<file path="src/mxu_map.svh">
// constants of the message exchange unit: codes, reset values, queue sizes
// assumes inclusion by the package and by every design file that decodes requests
`ifndef MXU_MAP_SVH
`define MXU_MAP_SVH

`define MXU_DATA_W 32
`define MXU_TGT_W 4
`define MXU_NUM_MSG 2
`define MXU_NUM_Q 4
`define MXU_Q_DEPTH 16

// request target codes
`define MXU_TGT_IN_DB 4'h0
`define MXU_TGT_OUT_DB 4'h1
`define MXU_TGT_IN_MSG0 4'h2
`define MXU_TGT_IN_MSG1 4'h3
`define MXU_TGT_OUT_MSG0 4'h4
`define MXU_TGT_OUT_MSG1 4'h5
`define MXU_TGT_IN_Q0 4'h6
`define MXU_TGT_IN_Q1 4'h7
`define MXU_TGT_OUT_Q0 4'h8
`define MXU_TGT_OUT_Q1 4'h9

`define MXU_RST_WORD 32'h0000_0000
`define MXU_EMPTY_WORD 32'hffff_ffff
`define MXU_UNMAPPED_WORD 32'h0000_0000

`endif

</file>
<file path="src/mxu_pkg.sv">
// types shared by the message exchange unit and its queues
// assumes mxu_map.svh sits in the include path
`include "mxu_map.svh"

package mxu_pkg;

	typedef logic [`MXU_TGT_W-1:0] mxu_tgt_t;

	// one access from either side: write carries wdata, read answers next cycle
	typedef struct packed {
		logic valid;
		logic write;
		mxu_tgt_t target;
		logic [`MXU_DATA_W-1:0] wdata;
	} mxu_req_t;

	typedef struct packed {
		logic valid;
		logic [`MXU_DATA_W-1:0] data;
	} mxu_rsp_t;

endpackage : mxu_pkg

</file>
<file path="src/mxu_message_exchange_unit.sv">
// message exchange unit: doorbells, message registers, four queues
// assumes host and core request ports are synchronous to core_clk
// the host line is open drain: it drives low only, enabled when pending
`timescale 1ns/1ps
`include "mxu_map.svh"

module mxu_message_exchange_unit import mxu_pkg::*; #(
	parameter int DEPTH = `MXU_Q_DEPTH
) (
	input wire logic core_clk, // unit clock, 100 MHz
	input wire logic nrst, // async reset, active low
	input wire mxu_req_t host_req, // access from the remote host side
	output logic host_ready, // host request can be taken
	output mxu_rsp_t host_rsp, // host read answer
	input wire mxu_req_t core_req, // access from the local core side
	output logic core_ready, // core request can be taken
	output mxu_rsp_t core_rsp, // core read answer
	output logic core_irq, // interrupt request to local core
	output logic inta_lvl, // host line level when driven
	output logic inta_oe_n // host line enable, low while driving
);

	// --------------------------------------------------------------
	// decode helpers
	// --------------------------------------------------------------
	function automatic logic is_tgt(input mxu_req_t r, input mxu_tgt_t t);
		is_tgt = r.valid && (r.target == t);
	endfunction : is_tgt

	function automatic logic is_wr(input mxu_req_t r, input mxu_tgt_t t);
		is_wr = is_tgt(r, t) && r.write;
	endfunction : is_wr

	function automatic logic is_rd(input mxu_req_t r, input mxu_tgt_t t);
		is_rd = is_tgt(r, t) && !r.write;
	endfunction : is_rd

	// --------------------------------------------------------------
	// state
	// --------------------------------------------------------------
	logic [`MXU_DATA_W-1:0] in_db_reg;
	logic [`MXU_DATA_W-1:0] out_db_reg;
	logic [`MXU_DATA_W-1:0] in_msg_reg [`MXU_NUM_MSG];
	logic [`MXU_DATA_W-1:0] out_msg_reg [`MXU_NUM_MSG];
	logic [`MXU_NUM_MSG-1:0] in_msg_pend_reg;
	logic [`MXU_NUM_MSG-1:0] out_msg_pend_reg;

	logic host_take;
	logic core_take;
	logic [`MXU_NUM_Q-1:0] q_push;
	logic [`MXU_NUM_Q-1:0] q_pop;
	logic [`MXU_NUM_Q-1:0] q_ready;
	logic [`MXU_NUM_Q-1:0] q_avail;
	logic [`MXU_DATA_W-1:0] q_wdata [`MXU_NUM_Q];
	logic [`MXU_DATA_W-1:0] q_rdata [`MXU_NUM_Q];
	logic host_rd_q_reg;
	logic core_rd_q_reg;
	logic [0:0] host_rd_qi_reg;
	logic [0:0] core_rd_qi_reg;
	logic [`MXU_DATA_W-1:0] host_rd_word_reg;
	logic [`MXU_DATA_W-1:0] core_rd_word_reg;
	logic host_rvalid_reg;
	logic core_rvalid_reg;

	// --------------------------------------------------------------
	// flow control: only a push into a full queue is held off
	// --------------------------------------------------------------
	assign host_ready = !(host_req.valid && host_req.write &&
		((host_req.target == `MXU_TGT_IN_Q0 && !q_ready[0]) ||
		(host_req.target == `MXU_TGT_IN_Q1 && !q_ready[1])));
	assign core_ready = !(core_req.valid && core_req.write &&
		((core_req.target == `MXU_TGT_OUT_Q0 && !q_ready[2]) ||
		(core_req.target == `MXU_TGT_OUT_Q1 && !q_ready[3])));
	assign host_take = host_req.valid && host_ready;
	assign core_take = core_req.valid && core_ready;

	// --------------------------------------------------------------
	// doorbells; set wins over a clear in the same cycle
	// --------------------------------------------------------------
	always_ff @(posedge core_clk or negedge nrst) begin
		if (!nrst) begin
			in_db_reg <= `MXU_RST_WORD;
		end else begin
			in_db_reg <= (in_db_reg & ~(is_wr(core_req, `MXU_TGT_IN_DB) ?
				core_req.wdata : '0)) |
				(is_wr(host_req, `MXU_TGT_IN_DB) ? host_req.wdata : '0);
		end
	end

	always_ff @(posedge core_clk or negedge nrst) begin
		if (!nrst) begin
			out_db_reg <= `MXU_RST_WORD;
		end else begin
			out_db_reg <= (out_db_reg & ~(is_wr(host_req, `MXU_TGT_OUT_DB) ?
				host_req.wdata : '0)) |
				(is_wr(core_req, `MXU_TGT_OUT_DB) ? core_req.wdata : '0);
		end
	end

	// --------------------------------------------------------------
	// message registers; a read by the receiver retires its pending bit
	// --------------------------------------------------------------
	genvar m;
	generate
		for (m = 0; m < `MXU_NUM_MSG; m++) begin : g_msg
			localparam mxu_tgt_t IN_T = `MXU_TGT_IN_MSG0 + mxu_tgt_t'(m);
			localparam mxu_tgt_t OUT_T = `MXU_TGT_OUT_MSG0 + mxu_tgt_t'(m);

			always_ff @(posedge core_clk or negedge nrst) begin
				if (!nrst) begin
					in_msg_reg[m] <= `MXU_RST_WORD;
					in_msg_pend_reg[m] <= 1'b0;
				end else begin
					if (is_wr(host_req, IN_T)) begin
						in_msg_reg[m] <= host_req.wdata;
					end
					in_msg_pend_reg[m] <= is_wr(host_req, IN_T) ||
						(in_msg_pend_reg[m] && !is_rd(core_req, IN_T));
				end
			end

			always_ff @(posedge core_clk or negedge nrst) begin
				if (!nrst) begin
					out_msg_reg[m] <= `MXU_RST_WORD;
					out_msg_pend_reg[m] <= 1'b0;
				end else begin
					if (is_wr(core_req, OUT_T)) begin
						out_msg_reg[m] <= core_req.wdata;
					end
					out_msg_pend_reg[m] <= is_wr(core_req, OUT_T) ||
						(out_msg_pend_reg[m] && !is_rd(host_req, OUT_T));
				end
			end
		end
	endgenerate

	// --------------------------------------------------------------
	// queues: 0,1 inbound (host pushes, core pops), 2,3 outbound
	// --------------------------------------------------------------
	genvar q;
	generate
		for (q = 0; q < `MXU_NUM_Q; q++) begin : g_q
			localparam bit INB = (q < 2);
			localparam mxu_tgt_t T = INB ? `MXU_TGT_IN_Q0 + mxu_tgt_t'(q) :
				`MXU_TGT_OUT_Q0 + mxu_tgt_t'(q - 2);
			mxu_req_t src;
			mxu_req_t dst;

			assign src = INB ? host_req : core_req;
			assign dst = INB ? core_req : host_req;
			assign q_push[q] = is_wr(src, T);
			assign q_pop[q] = is_rd(dst, T);
			assign q_wdata[q] = src.wdata;

			mxu_msg_queue #(
				.DW(`MXU_DATA_W),
				.DEPTH(DEPTH)
			) u_queue (
				.core_clk(core_clk),
				.nrst(nrst),
				.push_valid(q_push[q]),
				.push_data(q_wdata[q]),
				.push_ready(q_ready[q]),
				.pop_valid(q_pop[q]),
				.pop_data(q_rdata[q]),
				.not_empty(q_avail[q])
			);
		end
	endgenerate

	// --------------------------------------------------------------
	// read answers, one cycle after the request
	// --------------------------------------------------------------
	always_ff @(posedge core_clk or negedge nrst) begin
		if (!nrst) begin
			host_rvalid_reg <= 1'b0;
			host_rd_q_reg <= 1'b0;
			host_rd_qi_reg <= '0;
			host_rd_word_reg <= `MXU_RST_WORD;
		end else begin
			host_rvalid_reg <= host_take && !host_req.write;
			host_rd_q_reg <= is_rd(host_req, `MXU_TGT_OUT_Q0) ||
				is_rd(host_req, `MXU_TGT_OUT_Q1);
			host_rd_qi_reg <= host_req.target == `MXU_TGT_OUT_Q1;
			case (host_req.target)
				`MXU_TGT_IN_DB: host_rd_word_reg <= in_db_reg;
				`MXU_TGT_OUT_DB: host_rd_word_reg <= out_db_reg;
				`MXU_TGT_IN_MSG0: host_rd_word_reg <= in_msg_reg[0];
				`MXU_TGT_IN_MSG1: host_rd_word_reg <= in_msg_reg[1];
				`MXU_TGT_OUT_MSG0: host_rd_word_reg <= out_msg_reg[0];
				`MXU_TGT_OUT_MSG1: host_rd_word_reg <= out_msg_reg[1];
				default: host_rd_word_reg <= `MXU_UNMAPPED_WORD;
			endcase
		end
	end

	always_ff @(posedge core_clk or negedge nrst) begin
		if (!nrst) begin
			core_rvalid_reg <= 1'b0;
			core_rd_q_reg <= 1'b0;
			core_rd_qi_reg <= '0;
			core_rd_word_reg <= `MXU_RST_WORD;
		end else begin
			core_rvalid_reg <= core_take && !core_req.write;
			core_rd_q_reg <= is_rd(core_req, `MXU_TGT_IN_Q0) ||
				is_rd(core_req, `MXU_TGT_IN_Q1);
			core_rd_qi_reg <= core_req.target == `MXU_TGT_IN_Q1;
			case (core_req.target)
				`MXU_TGT_IN_DB: core_rd_word_reg <= in_db_reg;
				`MXU_TGT_OUT_DB: core_rd_word_reg <= out_db_reg;
				`MXU_TGT_IN_MSG0: core_rd_word_reg <= in_msg_reg[0];
				`MXU_TGT_IN_MSG1: core_rd_word_reg <= in_msg_reg[1];
				`MXU_TGT_OUT_MSG0: core_rd_word_reg <= out_msg_reg[0];
				`MXU_TGT_OUT_MSG1: core_rd_word_reg <= out_msg_reg[1];
				default: core_rd_word_reg <= `MXU_UNMAPPED_WORD;
			endcase
		end
	end

	// queue words come registered from the queue itself, so only a mux here
	assign host_rsp.valid = host_rvalid_reg;
	assign host_rsp.data = host_rd_q_reg ? q_rdata[2 + int'(host_rd_qi_reg)] :
		host_rd_word_reg;
	assign core_rsp.valid = core_rvalid_reg;
	assign core_rsp.data = core_rd_q_reg ? q_rdata[int'(core_rd_qi_reg)] :
		core_rd_word_reg;

	// --------------------------------------------------------------
	// interrupt outputs, registered so they never glitch
	// --------------------------------------------------------------
	always_ff @(posedge core_clk or negedge nrst) begin
		if (!nrst) begin
			core_irq <= 1'b0;
		end else begin
			core_irq <= (|in_db_reg) || (|in_msg_pend_reg) || (|q_avail[1:0]);
		end
	end

	always_ff @(posedge core_clk or negedge nrst) begin
		if (!nrst) begin
			inta_oe_n <= 1'b1;
		end else begin
			inta_oe_n <= !((|out_db_reg) || (|out_msg_pend_reg) || (|q_avail[3:2]));
		end
	end

	assign inta_lvl = 1'b0;

endmodule : mxu_message_exchange_unit

</file>
<file path="src/mxu_msg_queue.sv">
// one message queue: word array with push and pop sides
// assumes a single clock; a pop while empty leaves the pointers and count alone
`timescale 1ns/1ps
`include "mxu_map.svh"

module mxu_msg_queue import mxu_pkg::*; #(
	parameter int DW = `MXU_DATA_W,
	parameter int DEPTH = `MXU_Q_DEPTH
) (
	input wire logic core_clk, // unit clock
	input wire logic nrst, // async reset, active low
	input wire logic push_valid, // push a word this cycle
	input wire logic [DW-1:0] push_data, // word to push
	output logic push_ready, // room for one more word
	input wire logic pop_valid, // take the oldest word
	output logic [DW-1:0] pop_data, // registered word taken
	output logic not_empty // holds at least one word
);

	localparam int AW = $clog2(DEPTH);

	logic [DW-1:0] mem [DEPTH];
	logic [AW-1:0] wr_ptr_reg;
	logic [AW-1:0] rd_ptr_reg;
	logic [AW:0] count_reg;
	logic do_push;
	logic do_pop;

	assign push_ready = (count_reg != (AW+1)'(DEPTH));
	assign not_empty = (count_reg != '0);
	assign do_push = push_valid && push_ready;
	assign do_pop = pop_valid && not_empty;

	// storage has no reset, pointers, count and pop_data do
	always_ff @(posedge core_clk) begin
		if (do_push) begin
			mem[wr_ptr_reg] <= push_data;
		end
	end

	always_ff @(posedge core_clk or negedge nrst) begin
		if (!nrst) begin
			wr_ptr_reg <= '0;
			rd_ptr_reg <= '0;
		end else begin
			if (do_push) begin
				wr_ptr_reg <= (wr_ptr_reg == AW'(DEPTH-1)) ? '0 : wr_ptr_reg + 1'b1;
			end
			if (do_pop) begin
				rd_ptr_reg <= (rd_ptr_reg == AW'(DEPTH-1)) ? '0 : rd_ptr_reg + 1'b1;
			end
		end
	end

	always_ff @(posedge core_clk or negedge nrst) begin
		if (!nrst) begin
			count_reg <= '0;
		end else if (do_push && !do_pop) begin
			count_reg <= count_reg + 1'b1;
		end else if (do_pop && !do_push) begin
			count_reg <= count_reg - 1'b1;
		end
	end

	// an empty pop answers with the empty marker word
	always_ff @(posedge core_clk or negedge nrst) begin
		if (!nrst) begin
			pop_data <= `MXU_RST_WORD;
		end else if (pop_valid) begin
			pop_data <= not_empty ? mem[rd_ptr_reg] : `MXU_EMPTY_WORD;
		end
	end

endmodule : mxu_msg_queue

</file>
<file path="config.mk">
export PLATFORM = sky130hd
export DESIGN_NAME = mxu_message_exchange_unit
export DESIGN_NICKNAME = d
export VERILOG_FILES = /design/src/mxu_pkg.sv /design/src/mxu_message_exchange_unit.sv /design/src/mxu_msg_queue.sv
export VERILOG_INCLUDE_DIRS = /design/src
export SDC_FILE = /design/constraint.sdc
export NUM_CORES = 2
export LEC_CHECK = 0
export BUFFER_PORTS_ARGS = -buffer_cell sky130_fd_sc_hd__buf_2
export CORE_UTILIZATION = 55
export DETAILED_ROUTE_END_ITERATION = 10
export HOLD_SLACK_MARGIN = 0.12
export PLACE_DENSITY = 0.71
export SYNTH_ARGS = -nofsm -noshare
export SYNTH_HDL_FRONTEND = slang
export SYNTH_SLANG_ARGS = --single-unit
</file>
<file path="constraint.sdc">
create_clock -name core_clk -period 4.4 [get_ports core_clk]
set_input_delay 1.1 -clock core_clk [delete_from_list [all_inputs] [get_ports core_clk]]
set_output_delay 1.1 -clock core_clk [all_outputs]
set_load 0.05 [all_outputs]
</file>
==> results.ini <==
[final_layout]
fillers = 12173
syn_to_final_growth_pct = 12.6
final_net_count = 5754
largest_register = g_q.u_queue.mem
multi_input_area_mm2 = 0.0241
final_cell_area_mm2 = 0.110
regArea_mm2 = 0.0727
largest_reg_flops = 2048
layout_top_registers = g_q.u_queue.mem x2048, g_q.u_queue.pop_data x128
layout-drive-gt1-share_pct = 22.3

[placed_design]
hpwl_um = 151000
postPlaceCellArea_mm2 = 0.103
place.gp.congestion = 0.901
port_buffers = 147

[critical_path]
path_class = register to output pin
r2r-start = g_q[0].u_queue.count_reg[0]$_DFFE_PN0P_
worst-path-max-fanout = 31
reg2regPathDepth = 12
worstPathRequired_ns = 3.30
rrSetupSlack_ns = 1.16
r2r-end = g_q[0].u_queue.count_reg[4]$_DFFE_PN0P_
arrival_ns = 3.04
start_kind = register
end_kind = output pin

[logic_synthesis]
synth.net_count = 5524
synthesis.area_mm2 = 0.0979
ys_async_sr_fraction_pct = 17.9
ys_types = 61
yosysTopAreaCell = edfxtp_1
syn_area_per_cell_um2 = 18.1
synth_common_cells = 2048 x edfxtp_1, 447 x dfrtp_1, 387 x mux4_2
synth_top_cell_area_share_pct = 62.8
yosysSeqAreaShare_pct = 74.2
syn_inst = 5406
ys.flop_type = edfxtp_1
ys_seq_elements = 2496
synth_edf_count = 2048
synth_area_leaders = edfxtp_1 63%, dfrtp_1 11%, mux4_2 8.9%
yosysMostFrequentCell = edfxtp_1
yosys_warnings = 0

[grt]
grt_use_total_pct = 28.0
grt_max_degree = 77
grt_pass1_vias = 52807
overflow = 0
grt_pass1_wl_um = 365000
antenna_found_initial = 9

[pwr]
power_density_mw_per_mm2 = 519
vdd_drop_max_mv = 0.467
switching_share_pct = 26.3
combPwrFrac_pct = 16.0
power.switching_mw = 15.0
leakagePower_nw = 37.1
pwr-share-clk_pct = 35.0
pwr-share-seq_pct = 49.0
p_int_mw = 42.2

[timing]
period_minus_slack_ns = 4.14
max_freq_mhz = 241
grt_setup_unrepaired = false
slew_headroom_pct = 13.3
drv_slew = 0
hold_viol = 0
hold_ws_ns = 0.171
finClkSkew_ns = 0.0239
worstMarginPinSlew_ns = 1.29
finalSetupViolations = 0
timing.final.crit_share_pct = 94.2

[drt]
routed_via_density = 6.53
drc = 2
drtIter0Drc = 7246
first_pass_iters = 11
ant_nets = 0
drt-total-wl_um = 250000
wl_per_cell_um = 30.6
via_count = 53436

[clock_tree]
clockBufferDepth = 3
cts_tree = yes
ctsHtreeMaxLevel = 4
cts_buffers = 232
insertion_delay_ns = 0.88
cts_root_buffer = clkbuf_16
cts_setup_buffers = 0
cts_sinks = 2496
cts_resized = 0
clk_pin_slew_ns = 0.06
holdBufCountCts = 0

[die]
die-area_mm2 = 0.180
std_cell_rows = 154
die_y_um = 424
start_util_pct = 55.5
dieWidth_um = 424
ioPinCount = 149
core_area_mm2 = 0.176

[status]
violations = design-rule violations
status = finished with violations

[worst_hold_path]
hold_class = input pin to asynchronous set/reset pin

[job]
maxCapViolCount = 0

-- layout by cell type, fill, tap and decap left out, drive strengths merged, types with 62 or more instances in the layout --
| cell type | n |
|---|---|
| buf | 331 |
| clkbuf | 314 |
| nor2 | 232 |
| clkinv | 92 |
| a22oi | 318 |
| mux4 | 387 |
| a22o | 68 |
| dfrtp | 447 |
| nand3 | 142 |
| a21oi | 143 |
| a221oi | 62 |
| mux2i | 315 |
| edfxtp | 2048 |
| mux2 | 167 |
| a31oi | 125 |
| nand2 | 328 |
-- power by group through the flow --
stage	sequential [mW]	combinational (mW)	clock (mW)
floorplan	27.6	6.93	0
detailed placement	28.5	9.19	0
finish	28.0	9.17	20.0
global route	28.2	9.78	21.1
global placement	28.5	9.06	0
CTS	28.0	9.24	20.2
-- worst max-delay path, cell delays in order, from the launching register on --
cell and delay (ns):
dfrtp_2 1.01, mux2i_1 0.34, a21oi_1 0.47, buf_2 0.35
-- routing by layer --
layer	wire length (um)	GRT usage [%]
met1	99600	41.0
met5	0	0
met3	22900	4.18
met2	117000	42.6
met4	10900	11.6
-- area by class of cell --
type | count | area share (%)
sequential | 2496 | 66.0
multi-input combinational | 2548 | 21.8
timing repair buffer | 331 | 2.52
tap | 2340 | 2.66
clock buffer | 314 | 5.82
clock inverter | 126 | 1.09
antenna | 7 | 0.0159
inverter | 27 | 0.0919
-- through the flow --
step	worst slack (ns)	util (%)	std cells	power, mW	setup TNS, ns
floorplan	-0.354	-	5406	34.5	-45.26
global placement	0.381	58.1	7742	37.5	0
detailed placement	0.366	58.1	7742	37.7	0
CTS	0.309	62.5	8182	57.5	0
global route	0.282	62.5	8187	59.0	0
finish	0.256	62.5	8189	57.2	0
-- worst max-delay path by stage --
stage | from | end | slack (ns)
floorplan | core_req[34] | g_q[2].u_queue.mem[5][0]$_DFFE_PP_ | -0.35
global placement | host_req[34] | g_q[3].u_queue.count_reg[4]$_DFFE_PN0P_ | 0.38
detailed placement | host_req[34] | g_q[3].u_queue.count_reg[4]$_DFFE_PN0P_ | 0.37
CTS | host_rd_qi_reg$_DFF_PN0_ | host_rsp[4] | 0.31
global route | host_rd_qi_reg$_DFF_PN0_ | host_rsp[4] | 0.28
finish | host_rd_qi_reg$_DFF_PN0_ | host_rsp[4] | 0.26
-- cell families after synthesis --
kind of cell             synth area share (%)
AND/OR/NAND/NOR                          3.75
multiplexers                             14.0
buffers and inverters                    1.56
other                                 0.00383
XOR/XNOR                                0.250
adder cells (fa/ha/maj)                 0.542
AO/OA/AOI/OAI                            5.62
flip-flops                               74.2
(Power assumes the default switching activity.)
